[src/link_mode_pkg.sv]
// Package for the link mode configuration register bank.
// Assumes a single 125 MHz clock domain and an external protocol engine.
package link_mode_pkg;

    // ************************************************************
    // Register layouts and bit positions
    // ************************************************************
    localparam int CFG_CRC32_BIT = 3;         // Extended CRC select
    localparam int CFG_MOD128_BIT = 1;        // Extended control select
    localparam logic [7:0] CFG_FIXED = 8'ha0; // Fixed ones in config byte
    localparam int OPT_X75_BIT = 8;          // Link procedure select
    localparam int OPT_BADOK_BIT = 0;        // Accept flawed frames
    localparam logic [15:0] OPT_MASK = 16'h0101; // Implemented option bits
    // Mode byte positions
    localparam int MODE_TX_EN = 7;
    localparam int MODE_MOD128 = 6;
    localparam int MODE_LINK_UP = 5;
    localparam int MODE_AWAIT_UA = 4;
    localparam int MODE_FRMR = 3;
    localparam int MODE_TMR_RECOVERY = 2;
    localparam int MODE_PEER_BUSY = 1;
    // Reject cause positions
    localparam int RC_RESP = 7;
    localparam int RC_BAD_NR = 3;
    localparam int RC_TOO_LONG = 2;
    localparam int RC_BAD_INFO = 1;
    localparam int RC_BAD_CTRL = 0;
    // Station table word holding the mode byte
    localparam logic [7:0] TBL_MODE_WORD = 8'h15;
    localparam logic [7:0] RESET_BYTE = 8'h00;
    localparam logic [15:0] RESET_WORD = 16'h0000;

    // Destination of a mirror write
    typedef enum logic [1:0] {DST_NONE, DST_TABLE, DST_DUMP} mirror_dst_t;

    // Reject events from the protocol engine
    typedef struct packed {
        logic is_response;    // Offending frame was a response
        logic bad_nr;         // Invalid N(R)
        logic too_long;       // Info field longer than buffer
        logic bad_info;       // Info field not allowed
        logic bad_ctrl;       // Invalid control field
        logic f_unsolicited;  // S frame F=1 not expected
        logic unexpected_ua;  // Unexpected UA or DM
        logic bad_ns;         // Invalid N(S)
    } reject_ev_t;

    // Mirror write to host memory
    typedef struct packed {
        mirror_dst_t dst;
        logic [7:0] mode;
        logic [7:0] cause;
    } mirror_t;

endpackage : link_mode_pkg

[src/link_mode_config_registers.sv]
// Station configuration, option, mode and reject-cause registers.
// Assumes the command interpreter and protocol engine give one-cycle events.
//
// Overview of operation
// - Config byte loads only on set-config command
// - Config CRC bit picks 16 or 32-bit
// - Config control bit picks modulo 8/128
// - Options load from table word 0; cleared
// - Option bit 8 selects X.75 procedure
// - X.75 adds three further reject triggers
// - Option bit 0 accepts flawed frames
// - Mode change mirrors when new-mode flag clear
// - Tx-table load sets tx enable silently
// - All acked clears tx enable, flags
// - Awaiting UA set mirrors and interrupts
// - Awaiting UA clear raises no interrupt
// - Mode byte holds seven link flags
// - Reset, connect, load, ack combinations
// - Recovery exit sets tx enable by acks
// - Disconnect clears link-up only
// - Cause fills on reject, clears leaving
// - Cause bit 7 is command/response
// - Cause bits 3,2 for N(R), length
// - Cause bits 0,1 control and info
// - Dump commands write mode and cause
// - Reset clears mode and cause registers
// - Mode change sets new-mode status flag
`timescale 1ns/1ns
`default_nettype none
module link_mode_config_registers
    import link_mode_pkg::*;
(
    input wire logic clock,
    input wire logic resetn,
    input wire logic soft_reset,           // Software reset pulse
    input wire logic transparent_mode,     // Transparent operation level
    input wire logic monitor_test,         // Monitor test level
    input wire logic cmd_set_config,       // Set station configuration
    input wire logic [7:0] config_data,
    input wire logic cmd_load_options,     // Load option bits or station params
    input wire logic [15:0] table_word0,
    input wire logic cmd_load_tx_table,    // Load transmit table pointer done
    input wire logic cmd_start_link,       // Start link executed
    input wire logic ev_sabm_sent,         // SABM/SABME sent for reset
    input wire logic ev_connect,           // Entered S5 via SABM/UA
    input wire logic ev_all_acked,         // All sent I frames acked
    input wire logic ev_recovery_enter,    // Entered timer recovery
    input wire logic ev_recovery_exit,     // S7 to S5 on F=1
    input wire logic recovery_all_acked,   // Qualifies recovery exit
    input wire logic ev_disc,              // DISC received, S5 to S1
    input wire logic ev_retry_limit,       // Retry limit exceeded
    input wire logic ev_frmr_exit,         // Leaving frame reject mode
    input wire logic peer_busy_in,         // Remote busy level
    input wire logic ev_reject,            // Reject condition detected
    input wire reject_ev_t reject_in,
    input wire logic cmd_dump_regs,
    input wire logic cmd_dump_params,
    input wire logic mode_flag_clear,      // Host clears new-mode status
    output logic [7:0] station_config,
    output logic [15:0] link_options,
    output logic [7:0] link_mode_flags,
    output logic [7:0] reject_cause,
    output logic crc32_select,
    output logic modulo128_select,
    output logic accept_bad_frames,
    output logic x75_select,
    output logic mode_change_flag,
    output logic retry_limit_hit,
    output logic all_info_acked,
    output logic mode_irq,                 // New-mode interrupt pulse
    output logic ack_irq,                  // All-acked interrupt pulse
    output mirror_t mirror,
    output logic mirror_valid,
    output logic [7:0] mirror_word
);

    // ************************************************************
    // State
    // ************************************************************
    logic [7:0] config_q, config_d;
    logic [15:0] opt_q, opt_d;
    logic [7:0] mode_q, mode_d;
    logic [7:0] cause_q, cause_d;
    logic new_mode_q, new_mode_d;
    logic rtry_q, rtry_d;
    logic all_acked_q, all_acked_d;
    logic mirror_valid_q, mirror_valid_d;
    mirror_t mirror_q, mirror_d;
    logic mode_irq_q, mode_irq_d;
    logic ack_irq_q, ack_irq_d;

    // Software reset pulse only; hardware reset acts in the flops
    wire soft_clr = soft_reset;

    // ************************************************************
    // Option decode
    // ************************************************************
    // CRC width select
    assign crc32_select = config_q[CFG_CRC32_BIT];
    assign modulo128_select = config_q[CFG_MOD128_BIT];
    assign x75_select = opt_q[OPT_X75_BIT] & ~transparent_mode;
    assign accept_bad_frames = opt_q[OPT_BADOK_BIT] & ~transparent_mode;

    // Extra reject triggers only under X.75
    wire x75_trigger = x75_select &
        (reject_in.f_unsolicited | reject_in.unexpected_ua | reject_in.bad_ns);
    // X.25 base triggers always apply, too-long only outside monitor test
    wire base_trigger = reject_in.bad_nr | reject_in.bad_ctrl | reject_in.bad_info |
        (reject_in.too_long & ~monitor_test);
    wire reject_take = ev_reject & ~transparent_mode & (base_trigger | x75_trigger);

    // Type bit; N(R) and length bits; control bits
    wire [7:0] cause_new = {reject_in.is_response, 3'h0, reject_in.bad_nr,
        reject_in.too_long & ~monitor_test, reject_in.bad_info,
        reject_in.bad_ctrl | reject_in.bad_info};

    // ************************************************************
    // Register next state
    // ************************************************************
    // Priority: reset first, then link events, then host commands, except that start link beats connect on awaiting UA
    always_comb
    begin
        config_d = config_q;
        opt_d = opt_q;
        mode_d = mode_q;
        cause_d = cause_q;
        rtry_d = rtry_q | ev_retry_limit;
        all_acked_d = all_acked_q;
        ack_irq_d = 1'b0;
        if (cmd_set_config)
        begin
            config_d = (config_data & 8'h0a) | CFG_FIXED;
        end
        // Option load, reserved bits kept zero
        if (cmd_load_options)
        begin
            opt_d = table_word0 & OPT_MASK;
        end
        // Extended control mirrors into the mode byte
        mode_d[MODE_MOD128] = config_d[CFG_MOD128_BIT];
        mode_d[MODE_PEER_BUSY] = peer_busy_in & ~transparent_mode;
        if (cmd_load_tx_table)
        begin
            mode_d[MODE_TX_EN] = 1'b1;
            all_acked_d = 1'b0;
        end
        if (ev_connect)
        begin
            mode_d[MODE_TX_EN] = 1'b0;
            mode_d[MODE_LINK_UP] = 1'b1;
            mode_d[MODE_AWAIT_UA] = 1'b0;
            all_acked_d = 1'b0;
        end
        if (ev_all_acked)
        begin
            mode_d[MODE_TX_EN] = 1'b0;
            all_acked_d = 1'b1;
            ack_irq_d = 1'b1;
        end
        if (ev_recovery_enter)
        begin
            mode_d[MODE_TMR_RECOVERY] = 1'b1;
        end
        if (ev_recovery_exit)
        begin
            mode_d[MODE_TMR_RECOVERY] = 1'b0;
            mode_d[MODE_TX_EN] = ~recovery_all_acked;
            all_acked_d = recovery_all_acked;
        end
        // Disconnect leaves tx enable and acks alone
        if (ev_disc)
        begin
            mode_d[MODE_LINK_UP] = 1'b0;
        end
        if (cmd_start_link | ev_sabm_sent)
        begin
            mode_d[MODE_AWAIT_UA] = 1'b1;
        end
        // Retry limit ends the wait without its own interrupt
        if (ev_retry_limit)
        begin
            mode_d[MODE_AWAIT_UA] = 1'b0;
        end
        if (reject_take)
        begin
            mode_d[MODE_FRMR] = 1'b1;
            cause_d = cause_new;
        end
        else if (ev_frmr_exit)
        begin
            mode_d[MODE_FRMR] = 1'b0;
            cause_d = RESET_BYTE;
        end
        if (soft_clr)
        begin
            config_d = RESET_BYTE;
            opt_d = RESET_WORD;
            mode_d = RESET_BYTE;
            cause_d = RESET_BYTE;
            rtry_d = 1'b0;
            all_acked_d = 1'b0;
            ack_irq_d = 1'b0;
        end
    end

    // Tx enable alone is not a reportable change
    wire [7:0] report_mask = 8'h7f;
    // Awaiting UA falling alone is not reported
    wire await_fall = mode_q[MODE_AWAIT_UA] & ~mode_d[MODE_AWAIT_UA];
    wire [7:0] diff = (mode_d ^ mode_q) & report_mask &
        ~({3'h0, await_fall, 4'h0});
    wire reportable = (|diff) | (cause_d != cause_q);

    // Mirror writes and the new-mode flag, kept apart from the next state
    // above so that no combinational loop runs through the change test
    always_comb
    begin
        new_mode_d = new_mode_q;
        mirror_d = mirror_q;
        mirror_valid_d = 1'b0;
        mode_irq_d = 1'b0;
        // Host clear of the new-mode status
        if (mode_flag_clear)
        begin
            new_mode_d = 1'b0;
        end
        // Mirror only on reportable change with flag clear
        // A clear in the same cycle frees the flag, so the set wins
        if (reportable && (!new_mode_q || mode_flag_clear))
        begin
            new_mode_d = 1'b1;
            mirror_valid_d = 1'b1;
            mode_irq_d = 1'b1;
            mirror_d = '{dst: DST_TABLE, mode: mode_d, cause: cause_d};
        end
        else if (cmd_dump_params | cmd_dump_regs)
        begin
            mirror_valid_d = 1'b1;
            mirror_d = '{dst: cmd_dump_params ? DST_TABLE : DST_DUMP, mode: mode_d, cause: cause_d};
        end
        // Software reset drops the flag and pending writes
        if (soft_clr)
        begin
            new_mode_d = 1'b0;
            mirror_valid_d = 1'b0;
            mode_irq_d = 1'b0;
        end
    end

    // ************************************************************
    // Flops
    // ************************************************************
    // Hardware reset clears all
    always_ff @(posedge clock or negedge resetn)
    begin
        if (!resetn)
        begin
            config_q <= RESET_BYTE;
            opt_q <= RESET_WORD;
            mode_q <= RESET_BYTE;
            cause_q <= RESET_BYTE;
            new_mode_q <= 1'b0;
            rtry_q <= 1'b0;
            all_acked_q <= 1'b0;
            mirror_valid_q <= 1'b0;
            mirror_q <= '{dst: DST_NONE, mode: 8'h00, cause: 8'h00};
            mode_irq_q <= 1'b0;
            ack_irq_q <= 1'b0;
        end
        else
        begin
            config_q <= config_d;
            opt_q <= opt_d;
            mode_q <= mode_d;
            cause_q <= cause_d;
            new_mode_q <= new_mode_d;
            rtry_q <= rtry_d;
            all_acked_q <= all_acked_d;
            mirror_valid_q <= mirror_valid_d;
            mirror_q <= mirror_d;
            mode_irq_q <= mode_irq_d;
            ack_irq_q <= ack_irq_d;
        end
    end

    // ************************************************************
    // Outputs
    // ************************************************************
    assign station_config = config_q;
    assign link_options = opt_q;
    assign link_mode_flags = mode_q;
    assign reject_cause = cause_q;
    assign mode_change_flag = new_mode_q;
    assign retry_limit_hit = rtry_q;
    assign all_info_acked = all_acked_q;
    assign mode_irq = mode_irq_q;
    assign ack_irq = ack_irq_q;
    assign mirror = mirror_q;
    assign mirror_valid = mirror_valid_q;
    // Mode byte goes to high byte of word 21
    assign mirror_word = TBL_MODE_WORD;

    // ************************************************************
    // Assertions
    // ************************************************************
    AST_CFG_HOLD: assert property (@(posedge clock) disable iff (!resetn)
        !cmd_set_config && !soft_reset |=> $stable(station_config))
        else $error("config changed without command");
    AST_OPT_RES: assert property (@(posedge clock) disable iff (!resetn)
        cmd_load_options && !soft_reset |=> link_options == ($past(table_word0) & OPT_MASK))
        else $error("option load wrong");
    AST_X75: assert property (@(posedge clock) disable iff (!resetn)
        x75_select |-> link_options[8] && !transparent_mode)
        else $error("x75 select wrong");
    AST_TXEN: assert property (@(posedge clock) disable iff (!resetn)
        cmd_load_tx_table && !ev_connect && !ev_all_acked && !ev_recovery_exit && !soft_reset
        |=> link_mode_flags[MODE_TX_EN])
        else $error("tx enable not set");
    AST_ACK: assert property (@(posedge clock) disable iff (!resetn)
        ev_all_acked && !ev_recovery_exit && !soft_reset |=> all_info_acked && ack_irq)
        else $error("ack flag missing");
    AST_MIRROR: assert property (@(posedge clock) disable iff (!resetn)
        mode_irq |-> mirror_valid && mirror.dst == DST_TABLE &&
        (!$past(mode_change_flag) || $past(mode_flag_clear)))
        else $error("mirror while flag set");
    AST_DISC: assert property (@(posedge clock) disable iff (!resetn)
        ev_disc && !soft_reset && !cmd_load_tx_table && !ev_all_acked && !ev_recovery_exit
        && !ev_connect |=> !link_mode_flags[MODE_LINK_UP] && $stable(all_info_acked))
        else $error("disconnect effect wrong");
    AST_CAUSE: assert property (@(posedge clock) disable iff (!resetn)
        reject_cause[RC_BAD_INFO] |-> reject_cause[RC_BAD_CTRL])
        else $error("info bit without control bit");
    AST_SOFT: assert property (@(posedge clock) disable iff (!resetn)
        soft_reset |=> link_mode_flags == 8'h00 && reject_cause == 8'h00)
        else $error("soft reset did not clear");

endmodule : link_mode_config_registers
`default_nettype wire

[config.mk]
export PLATFORM = sky130hd
export DESIGN_NAME = link_mode_config_registers
export DESIGN_NICKNAME = d
export VERILOG_FILES = /design/src/link_mode_pkg.sv /design/src/link_mode_config_registers.sv
export SDC_FILE = /design/constraint.sdc
export NUM_CORES = 1
export LEC_CHECK = 0
export BUFFER_PORTS_ARGS = -buffer_cell sky130_fd_sc_hd__buf_4
export CAP_MARGIN = 30
export CORE_AREA = 4 4 77 79
export DETAILED_ROUTE_END_ITERATION = 10
export DIE_AREA = 0 0 81 83
export PLACE_DENSITY_LB_ADDON = 0.2
export RECOVER_POWER = 25
export SLEW_MARGIN = 20
export SYNTH_ARGS = -nofsm -noshare
export SYNTH_HDL_FRONTEND = slang
export SYNTH_SLANG_ARGS = --single-unit
[constraint.sdc]
create_clock -name clock -period 3.8 [get_ports clock]
set_clock_uncertainty 0.15 [all_clocks]
set_input_delay 0.76 -clock clock [delete_from_list [all_inputs] [get_ports clock]]
set_output_delay 0.76 -clock clock [all_outputs]
set_load 0.01 [all_outputs]
Word level (Yosys, flattened, before mapping):

Index checks and enable logic that the tools add are counted.

* bits in registers: 64
* input bits: 55
* output and inout bits: 76
* logic and storage cells: 89

* equal/unequal tests: 1
* mux-type cells: 39
* bitwise gates (word level): 26
* reductions and logical operators: 9

Operators by type and width (count)
* two-way mux 8 bit: 6
* two-way mux 18 bit: 2
* two-way mux 16 bit: 2
* two-way mux 1 bit: 27
* OR 1 bit: 11
* AND 1 bit: 8
* AND 7 x 8 -> 8 bit: 1
* != test 8 bit: 1
* NOT 5 -> 8 bit: 1
* OR reduction 8 bit: 1
* XOR 7 bit: 1
* nonzero test 2 bit: 3
* nonzero test 5 bit: 1
* two-way mux 2 bit: 2
* NOT 1 bit: 4
* nonzero test 3 bit: 1
* logical AND 1 bit: 1
* logical NOT 1 bit: 1
* logical OR 1 bit: 1

Logic depth before layout (Yosys ltp):

Gate-level depths: netlist of the first run.

* depth in word-level cells: 16
* gate-level depth with buffers: 9
* mapped depth without buffers: 7

Least setup slack after synthesis of the first run:

Ideal clock, no wire load.

* kind: input-to-reg
* start: in soft_reset
* end: reg mirror_q, in the netlist mirror[10]
* library setup time: 0.135 ns
* arrival: 2.560 ns
* slack: 0.955 ns
* cell stages on the path: 8
* buffers on the path: 2
* path through: buf_6 nor3b_1 xor2_1 nor4b_1 o2111ai_1 nor4_4 buf_2 o211ai_1

* word-level cells in the longest chain between the ends: 9
* elaborated cells between the ends (all ways): 14
* those cells by class: 1 x eq/ne; 4 x mux; 6 x bitwise; 3 x reduce/logical

RTL lines
* start, declared: line link_mode_config_registers.sv:35 `input wire logic soft_reset,`
* two-way mux 8 bit: line link_mode_config_registers.sv:194 `if (soft_clr)`
* NOT 1 bit: line link_mode_config_registers.sv:209 `wire await_fall = mode_q[MODE_AWAIT_UA] & ~mode_d[MODE_AWAIT_UA];`
* AND 1 bit: line link_mode_config_registers.sv:209
* NOT 5 -> 8 bit: line link_mode_config_registers.sv:211 `~({3'h0, await_fall, 4'h0});`
* AND 7 x 8 -> 8 bit: line link_mode_config_registers.sv:210 `wire [7:0] diff = (mode_d ^ mode_q) & report_mask &`
* OR reduction 8 bit: line link_mode_config_registers.sv:212 `wire reportable = (|diff) | (cause_d != cause_q);`
* OR 1 bit: line link_mode_config_registers.sv:212
* logical AND 1 bit: line link_mode_config_registers.sv:229 `if (reportable && (!new_mode_q || mode_flag_clear))`
* two-way mux 18 bit / nonzero test 2 bit (equally long branches)
* end signal, assigned: line link_mode_config_registers.sv:266 `mirror_q <= '{dst: DST_NONE, mode: 8'h00, cause: 8'h00};`
* end signal, assigned: line link_mode_config_registers.sv:280 `mirror_q <= mirror_d;`
* end, declared: line link_mode_config_registers.sv:88 `mirror_t mirror_q, mirror_d;`

Parallel ways exist; a longest one is shown, timed or not. The select of a mux whose other input is x is not followed.
A chain may end at the register's enable or synchronous reset.

Worst setup path after layout of the first run:

* start: in transparent_mode
* end: reg mirror_q, in the netlist mirror[17]

* word-level cells in the longest chain between the ends: 13
* elaborated cells between the ends (all ways): 19
* those cells by class: 1 x eq/ne; 5 x mux; 10 x bitwise; 3 x reduce/logical

RTL lines
* start, declared: line link_mode_config_registers.sv:36 `input wire logic transparent_mode,`
* NOT 1 bit *: line link_mode_config_registers.sv:101, link_mode_config_registers.sv:110, link_mode_config_registers.sv:141
* AND 1 bit: line link_mode_config_registers.sv:101 `assign x75_select = opt_q[OPT_X75_BIT] & ~transparent_mode;`
* AND 1 bit: line link_mode_config_registers.sv:105 `wire x75_trigger = x75_select &`
* OR 1 bit: line link_mode_config_registers.sv:110 `wire reject_take = ev_reject & ~transparent_mode & (base_trigger | x75_trigger);`
* AND 1 bit: line link_mode_config_registers.sv:110
* two-way mux 1 bit: line link_mode_config_registers.sv:184 `if (reject_take)`
* two-way mux 8 bit: line link_mode_config_registers.sv:194
* XOR 7 bit: line link_mode_config_registers.sv:210
* AND 7 x 8 -> 8 bit: line link_mode_config_registers.sv:210
* OR reduction 8 bit: line link_mode_config_registers.sv:212
* OR 1 bit *: line link_mode_config_registers.sv:212
* logical AND 1 bit *: line link_mode_config_registers.sv:229
* two-way mux 18 bit / nonzero test 2 bit (equally long branches)

Mark *: on every way between the ends. The rest lies on a longest branch, timed or not.

==> results.py, run 1 <==
metrics = {
    "run_status": {
        "status": "complete, but fails checks",
        "violations": "capacitance limit, slew limit",
    },
    "worst_setup_path": {
        "critPathMaxStageDelay_ns": 0.41,
        "critPathLaunchType": "input pin",
        "cp.arrival_ns": 3.07,
        "crit_buf_inv": 2,
        "cp_common_cell": "buf_4",
        "end_kind": "register",
        "cp_max_fo": 34,
        "slowest_stage": "o211ai_1",
        "critical_path_required_ns": 3.89,
        "critical_path_class": "in2reg",
        "critPathTopFamily": "compound AO/OA/AOI/OAI gates",
        "path_cells": "buf_4 > nand2b_1 > o211ai_1 > o21a_1 > mux2_2 > nor4_4 > buf_4 > or2_2 > o211a_1",
    },
    "logic_synthesis": {
        "ys_seq_elements": 44,
        "synth_cells": 265,
        "async_flop_share_pct": 100,
        "ys_types": 44,
        "synth-seq-area-share_pct": 44.1,
        "synth_edf_count": 0,
        "synth_ff_type": "dfrtp_1",
        "yosys_warnings": 0,
        "synth_area_um2": 2500,
        "avgSynthCellArea_um2": 9.42,
    },
    "cells_and_area": {
        "nets": 397,
        "fillCellCount": 508,
        "final_cell_mix": "buf_4 (86), dfrtp_1 (44), conb_1 (26)",
        "areaGrowthSynthToFinish_pct": 25.4,
        "antenna_cells": 0,
        "layout_commonest_cell": "buf_4",
        "layout-drive-gt1-share_pct": 29.7,
    },
    "routing": {
        "drc": 0,
        "route.vias.total": 2168,
        "routed_wl_um": 6270,
        "firstDrtPassIters": 4,
        "ant_nets": 0,
        "wl_per_cell_um": 15.1,
        "viasPerCell": 5.22,
        "drt-initial-drc-count": 107,
    },
    "die": {
        "initial_core_util_pct": 46.8,
        "die_x_um": 81,
        "dieHeight_um": 83,
        "dieArea_um2": 6720,
        "ios": 131,
        "num_rows": 27,
        "fp.coreArea_um2": 5340,
    },
    "min_path": {
        "hold_path.class": "reg2reg",
    },
    "place": {
        "port_buffers": 84,
        "routabilityCongestion": 0.872,
        "place.detailed.hpwl_um": 4740,
    },
    "sta": {
        "period_minus_slack_ns": 2.98,
        "whs_ns": 0.362,
        "slew_headroom_pct": -56.6,
        "period_share_pct": 78.3,
        "finalHoldViolCount": 0,
        "final-max-slew-violation-count": 45,
        "final-setup-viol-count": 0,
        "rsz0062_at_grt": "false",
        "tightest_slew_ns": 2.35,
        "fmax_ghz": 0.336,
        "setup_tns_ns": 0,
    },
    "clock_network": {
        "cts_resized": 0,
        "cts_buffer_depth": 2,
        "cts.sinks": 44,
        "cts_setup_buffers": 0,
        "numCtsBuffers": 5,
        "ctsHoldBuffers": 0,
        "path_clk_slew_ns": 0.08,
        "cts.htree.levels": 2,
        "insertion_delay_ns": 0.29,
        "clockRootBuffer": "clkbuf_8",
        "cts_tree": "yes",
    },
    "power": {
        "total_leakage_power_nw": 1.52,
        "power_density_nw_per_um2": 336,
        "ir_drop_mv": 0.220,
    },
    "job": {
        "drv_cap": 1,
    },
    "grt": {
        "grt_pass1_wl_um": 10200,
        "grt_max_degree": 45,
        "antenna_found_initial": 0,
        "grt_pass1_vias": 2160,
        "grt_util_all_layers_pct": 18.9,
        "grt-ovfl-total": 0,
    },
}
==> cell usage after synthesis (3+ instances only) <==
| cell | instances | share of area [%] |
|---|---|---|
| a211oi_1 | 3 | 0.90 |
| a21oi_1 | 5 | 1.0 |
| a22oi_1 | 14 | 4.2 |
| and2_1 | 3 | 0.75 |
| buf_4 | 31 | 9.3 |
| clkbuf_1 | 6 | 0.90 |
| dfrtp_1 | 44 | 44 |
| inv_1 | 9 | 1.4 |
| mux2i_1 | 5 | 2.0 |
| nand2_1 | 21 | 3.2 |
| nand2b_1 | 6 | 1.5 |
| nand3_1 | 15 | 3.0 |
| nor2_1 | 25 | 3.8 |
| nor2b_1 | 9 | 2.3 |
| nor3_1 | 9 | 1.8 |
| o211ai_1 | 15 | 4.5 |
| o21ai_0 | 5 | 1.0 |
| o221ai_1 | 3 | 1.1 |
| o22ai_1 | 5 | 1.3 |
==> power breakdown <==
| group | leakage [nW] | internal (W) | switching [W] |
|---|---|---|---|
| Sequential | 0.583 | 0.000494 | 0.0000218 |
| Clock | 0.0510 | 0.000145 | 0.000157 |
| Combinational | 0.888 | 0.000103 | 0.000130 |
| Total | 1.52 | 0.000742 | 0.000308 |
==> metrics by stage <==
stage	instance area, um^2	util (%)	worst slack, ns	power (W)	cells
after floorplan	2590	-	0.955	0.000671	289
after global placement	3040	57.0	0.552	0.000755	407
after detailed placement	3040	57.0	0.508	0.000759	407
after CTS	3140	58.7	0.825	0.00106	415
after global routing	3130	58.7	0.616	0.00110	415
final	3130	58.7	0.825	0.00105	415
==> state kept, by name, indices dropped and copies added (netlist names) <==
| name | count |
|---|---|
| mirror | 18 |
| link_mode_flags | 8 |
| reject_cause | 8 |
| link_options | 2 |
| station_config | 2 |
| ack_irq | 1 |
| all_info_acked | 1 |
| mirror_valid | 1 |
| mode_change_flag | 1 |
| mode_irq | 1 |
| retry_limit_hit | 1 |
==> metal layers <==
metal / wire, um / part of all wire (%) / global-route usage [%]
met2: 3040 / 49 / 29.5
met5: 0 / 0 / 0
met1: 2760 / 44 / 27.1
met3: 428 / 6.8 / 3.80
met4: 40 / 0.64 / 4.30
==> worst reg2reg max path: cells and delay by family (launching register included) <==
kind	cells	cell delay (ns)
compound gates	3	0.82
buf+inv	1	0.36
simple gates	3	0.53
mux	1	0.38
flops	1	0.37
==> layout make-up <==
class	count	area (um^2)	share of cell area [%]
clock inverter	2	10.0	0.320
clock buffer	6	82.6	2.64
tap	72	90.1	2.88
inverter	9	33.8	1.08
multi-input combinational	195	1160	37.2
sequential	44	1100	35.2
timing repair buffer	87	649	20.7
==> path summary, 6_finish.rpt <==
path	from	endpoint	slack (ns)	cells after the start
max reg2reg	link_options[8]	mirror[17]	1.14	8
max	transparent_mode	mirror[17]	0.82	9
min in group asynchronous	resetn	station_config[5]	1.02	1
min	mirror[17]	mirror[17]	0.36	1
min reg2reg	mirror[17]	mirror[17]	0.36	1
max in group asynchronous	resetn	link_mode_flags[7]	1.14	1
==> cells by family (layout without fill, tap and decap cells) <==
group	Yosys count	count (layout)	synth area share [%]
AO/OA/AOI/OAI	62	62	18.6
XOR/XNOR	1	1	0.351
buffers and inverters	50	104	12.9
flip-flops	44	44	44.1
multiplexers	7	7	2.91
other	2	26	0.301
AND/OR/NAND/NOR	99	99	20.8
Note: power is estimated with default switching activity, not from simulation.
==> run 2, diff against run 1 <==
--- a/config.mk
+++ b/config.mk
@@ -5,11 +5,12 @@
 export SDC_FILE = /design/constraint.sdc
 export NUM_CORES = 1
 export LEC_CHECK = 0
+export ABC_AREA = 1
 export BUFFER_PORTS_ARGS = -buffer_cell sky130_fd_sc_hd__buf_4
 export CAP_MARGIN = 30
-export CORE_AREA = 4 4 77 79
+export CORE_AREA = 4 4 78 80
 export DETAILED_ROUTE_END_ITERATION = 10
-export DIE_AREA = 0 0 81 83
+export DIE_AREA = 0 0 82 84
 export PLACE_DENSITY_LB_ADDON = 0.2
 export RECOVER_POWER = 25
 export SLEW_MARGIN = 20
==> constraint.sdc (replaced) <==
create_clock -name clock -period 3.01 [get_ports clock]
set_clock_uncertainty 0.15 [all_clocks]
set_input_delay 0.602 -clock clock [delete_from_list [all_inputs] [get_ports clock]]
set_output_delay 0.602 -clock clock [all_outputs]
set_load 0.01 [all_outputs]
==> results.py, run 2 <==
metrics = {
    "logic_synthesis": {
        "yosys_warnings": 0,
        "synth_cells": 296,
        "avgSynthCellArea_um2": 8.01,
        "ys_types": 28,
        "synth-seq-area-share_pct": 46.4,
        "synth_largest_area_cell": "dfrtp_1",
        "async_flop_share_pct": 100,
        "synth.area.top_cells": "dfrtp_1 (46%), nand2_1 (12%), buf_4 (10%)",
        "synth_edf_count": 0,
        "ys_seq_elements": 44,
        "synth_most_common_cell": "nand2_1",
        "yosysTopAreaCellShare_pct": 46.4,
        "synth_area_um2": 2370,
        "synthTopCellsByCount": "nand2_1 (73), dfrtp_1 (44), nand3_1 (34)",
        "synth_ff_type": "dfrtp_1",
    },
    "cells_and_area": {
        "nets": 432,
        "antenna_cells": 0,
        "final_cell_mix": "buf_4 (86), nand2_1 (73), dfrtp_1 (44)",
        "layout-drive-gt1-share_pct": 30.2,
        "instances_no_fill": 450,
        "largest_register_ff_count": 18,
        "areaGrowthSynthToFinish_pct": 26.9,
        "layout_commonest_cell": "buf_4",
    },
    "job": {
        "drv_cap": 0,
    },
    "die": {
        "die_x_um": 82,
        "fp.coreArea_um2": 5410,
        "dieArea_um2": 6890,
        "initial_core_util_pct": 43.9,
        "ios": 131,
        "num_rows": 27,
        "dieHeight_um": 84,
    },
    "place": {
        "place_inst": 442,
        "place.detailed.hpwl_um": 4360,
        "preCtsSetupSlack_ns": 0.363,
        "port_buffers": 84,
        "routabilityCongestion": 0.787,
    },
    "sta": {
        "slew_headroom_pct": 27.3,
        "tightest_slew_ns": 1.09,
        "final-setup-viol-count": 0,
        "final-max-slew-violation-count": 0,
        "setup_tns_ns": 0,
        "fmax_ghz": 0.426,
        "period_share_pct": 78.0,
        "period_minus_slack_ns": 2.35,
        "rsz0062_at_grt": "false",
        "fin_ws_ns": 0.664,
        "finalHoldViolCount": 0,
    },
    "worst_setup_path": {
        "critPathLaunchType": "input pin",
        "end_kind": "register",
        "critical_path_class": "in2reg",
        "cp_common_cell": "nand2_1",
        "cp.arrival_ns": 2.43,
        "path_cells": "buf_4 > inv_2 > buf_4 > nand3_2 > nand2_1 > nand2_1 > nand2_1 > nand2_1 > nor2_2 > nand3_2 > nand2_2 > buf_4 > nand3_1 > nand2_1",
        "slowest_stage": "buf_4",
        "critical_path_required_ns": 3.09,
        "cp_max_fo": 16,
        "critPathMaxStageDelay_ns": 0.23,
    },
    "min_path": {
        "hold_path.class": "in2async",
    },
    "clock_network": {
        "clockRootBuffer": "clkbuf_8",
        "cts_resized": 0,
        "cts.sinks": 44,
        "cts_tree": "yes",
        "ctsHoldBuffers": 0,
        "cts_setup_buffers": 0,
        "numCtsBuffers": 5,
        "cts.htree.levels": 2,
        "path_clk_slew_ns": 0.08,
        "cts_buffer_depth": 2,
        "insertion_delay_ns": 0.29,
    },
    "routing": {
        "ant_nets": 0,
        "firstDrtPassIters": 4,
        "viasPerCell": 4.62,
        "drt-initial-drc-count": 100,
        "route.vias.total": 2080,
        "drc": 0,
        "routed_wl_um": 5710,
        "wl_per_cell_um": 12.7,
    },
    "power": {
        "power_density_nw_per_um2": 422,
        "total_leakage_power_nw": 1.72,
        "ir_drop_mv": 0.258,
    },
    "run_status": {
        "status": "completed",
    },
    "grt": {
        "grt_max_degree": 45,
        "grt-ovfl-total": 0,
        "grt_pass1_wl_um": 9320,
        "antenna_found_initial": 0,
        "grt_pass1_vias": 1955,
        "grt_util_all_layers_pct": 17.1,
    },
}
run 2: cell count changes after synthesis, sizes merged, moves of 9 or more:
| cell | delta |
|---|---|
| a22oi | -14 |
| inv | +24 |
| nand2 | +58 |
| nand3 | +22 |
| nor2 | +13 |
| nor2b | -9 |
| o211ai | -14 |
run 2: final cells by class:
cell class / instances / area [um^2]
clock buffer: 6 / 72.6
clock inverter: 2 / 16.3
fill: 522 / 2400
inverter: 33 / 124
multi-input combinational: 206 / 955
sequential: 44 / 1100
tap: 72 / 90.1
timing repair buffer: 87 / 651
run 2: worst paths after layout:
check	startpoint	endpoint	slack [ns]	cells after the start
setup / recovery	soft_reset	mirror[1]	0.66	14
hold / removal	resetn	link_mode_flags[0]	0.35	1
setup reg to reg	link_options[8]	mirror[1]	0.85	15
hold reg to reg	mirror[3]	mirror[3]	0.36	2
max in group asynchronous	resetn	reject_cause[3]	1.69	1
min in group clock	mirror[3]	mirror[3]	0.36	2
run 2: metal layers:
metal  share of wire, %  routed length [um]  vias up  global-route usage, %
met5                  0                   0        -                      0
met4               0.35                  20        0                   3.17
met3                9.9                 566        2                   4.54
met2                 46                2640       89                   26.6
met1                 44                2480      958                   23.8
li1                   -                   -     1031                      -
run 2: where the power goes:
group          internal (W)  switching, W  leakage [nW]
Sequential         0.000619     0.0000198         0.583
Combinational      0.000107      0.000150          1.09
Clock              0.000165      0.000207        0.0414
run 2: critical path: cells and delay by family:
family / cells / cell delay, ns
buf+inv: 4 / 0.79
simple gates: 10 / 1.02
run 2: through the flow:
step	utilization (%)	total power, W	cell area (um^2)	hold slack, ns
floorplan	-	0.000813	2460	0.156
global placement	54.1	0.000908	2920	0.331
detailed placement	54.1	0.000911	2920	0.351
CTS	55.7	0.00128	3010	0.162
global route	55.7	0.00134	3010	0.396
finish	55.7	0.00127	3010	0.352
run 2: logic make-up (layout without fill, tap and decap cells):
logic type             count (synthesis)  count (layout)  synth area share, %
other                                  2              26                0.317
AND/OR/NAND/NOR                      166             166                 32.6
AO/OA/AOI/OAI                         14              14                 3.59
buffers and inverters                 70             128                 17.1
flip-flops                            44              44                 46.4
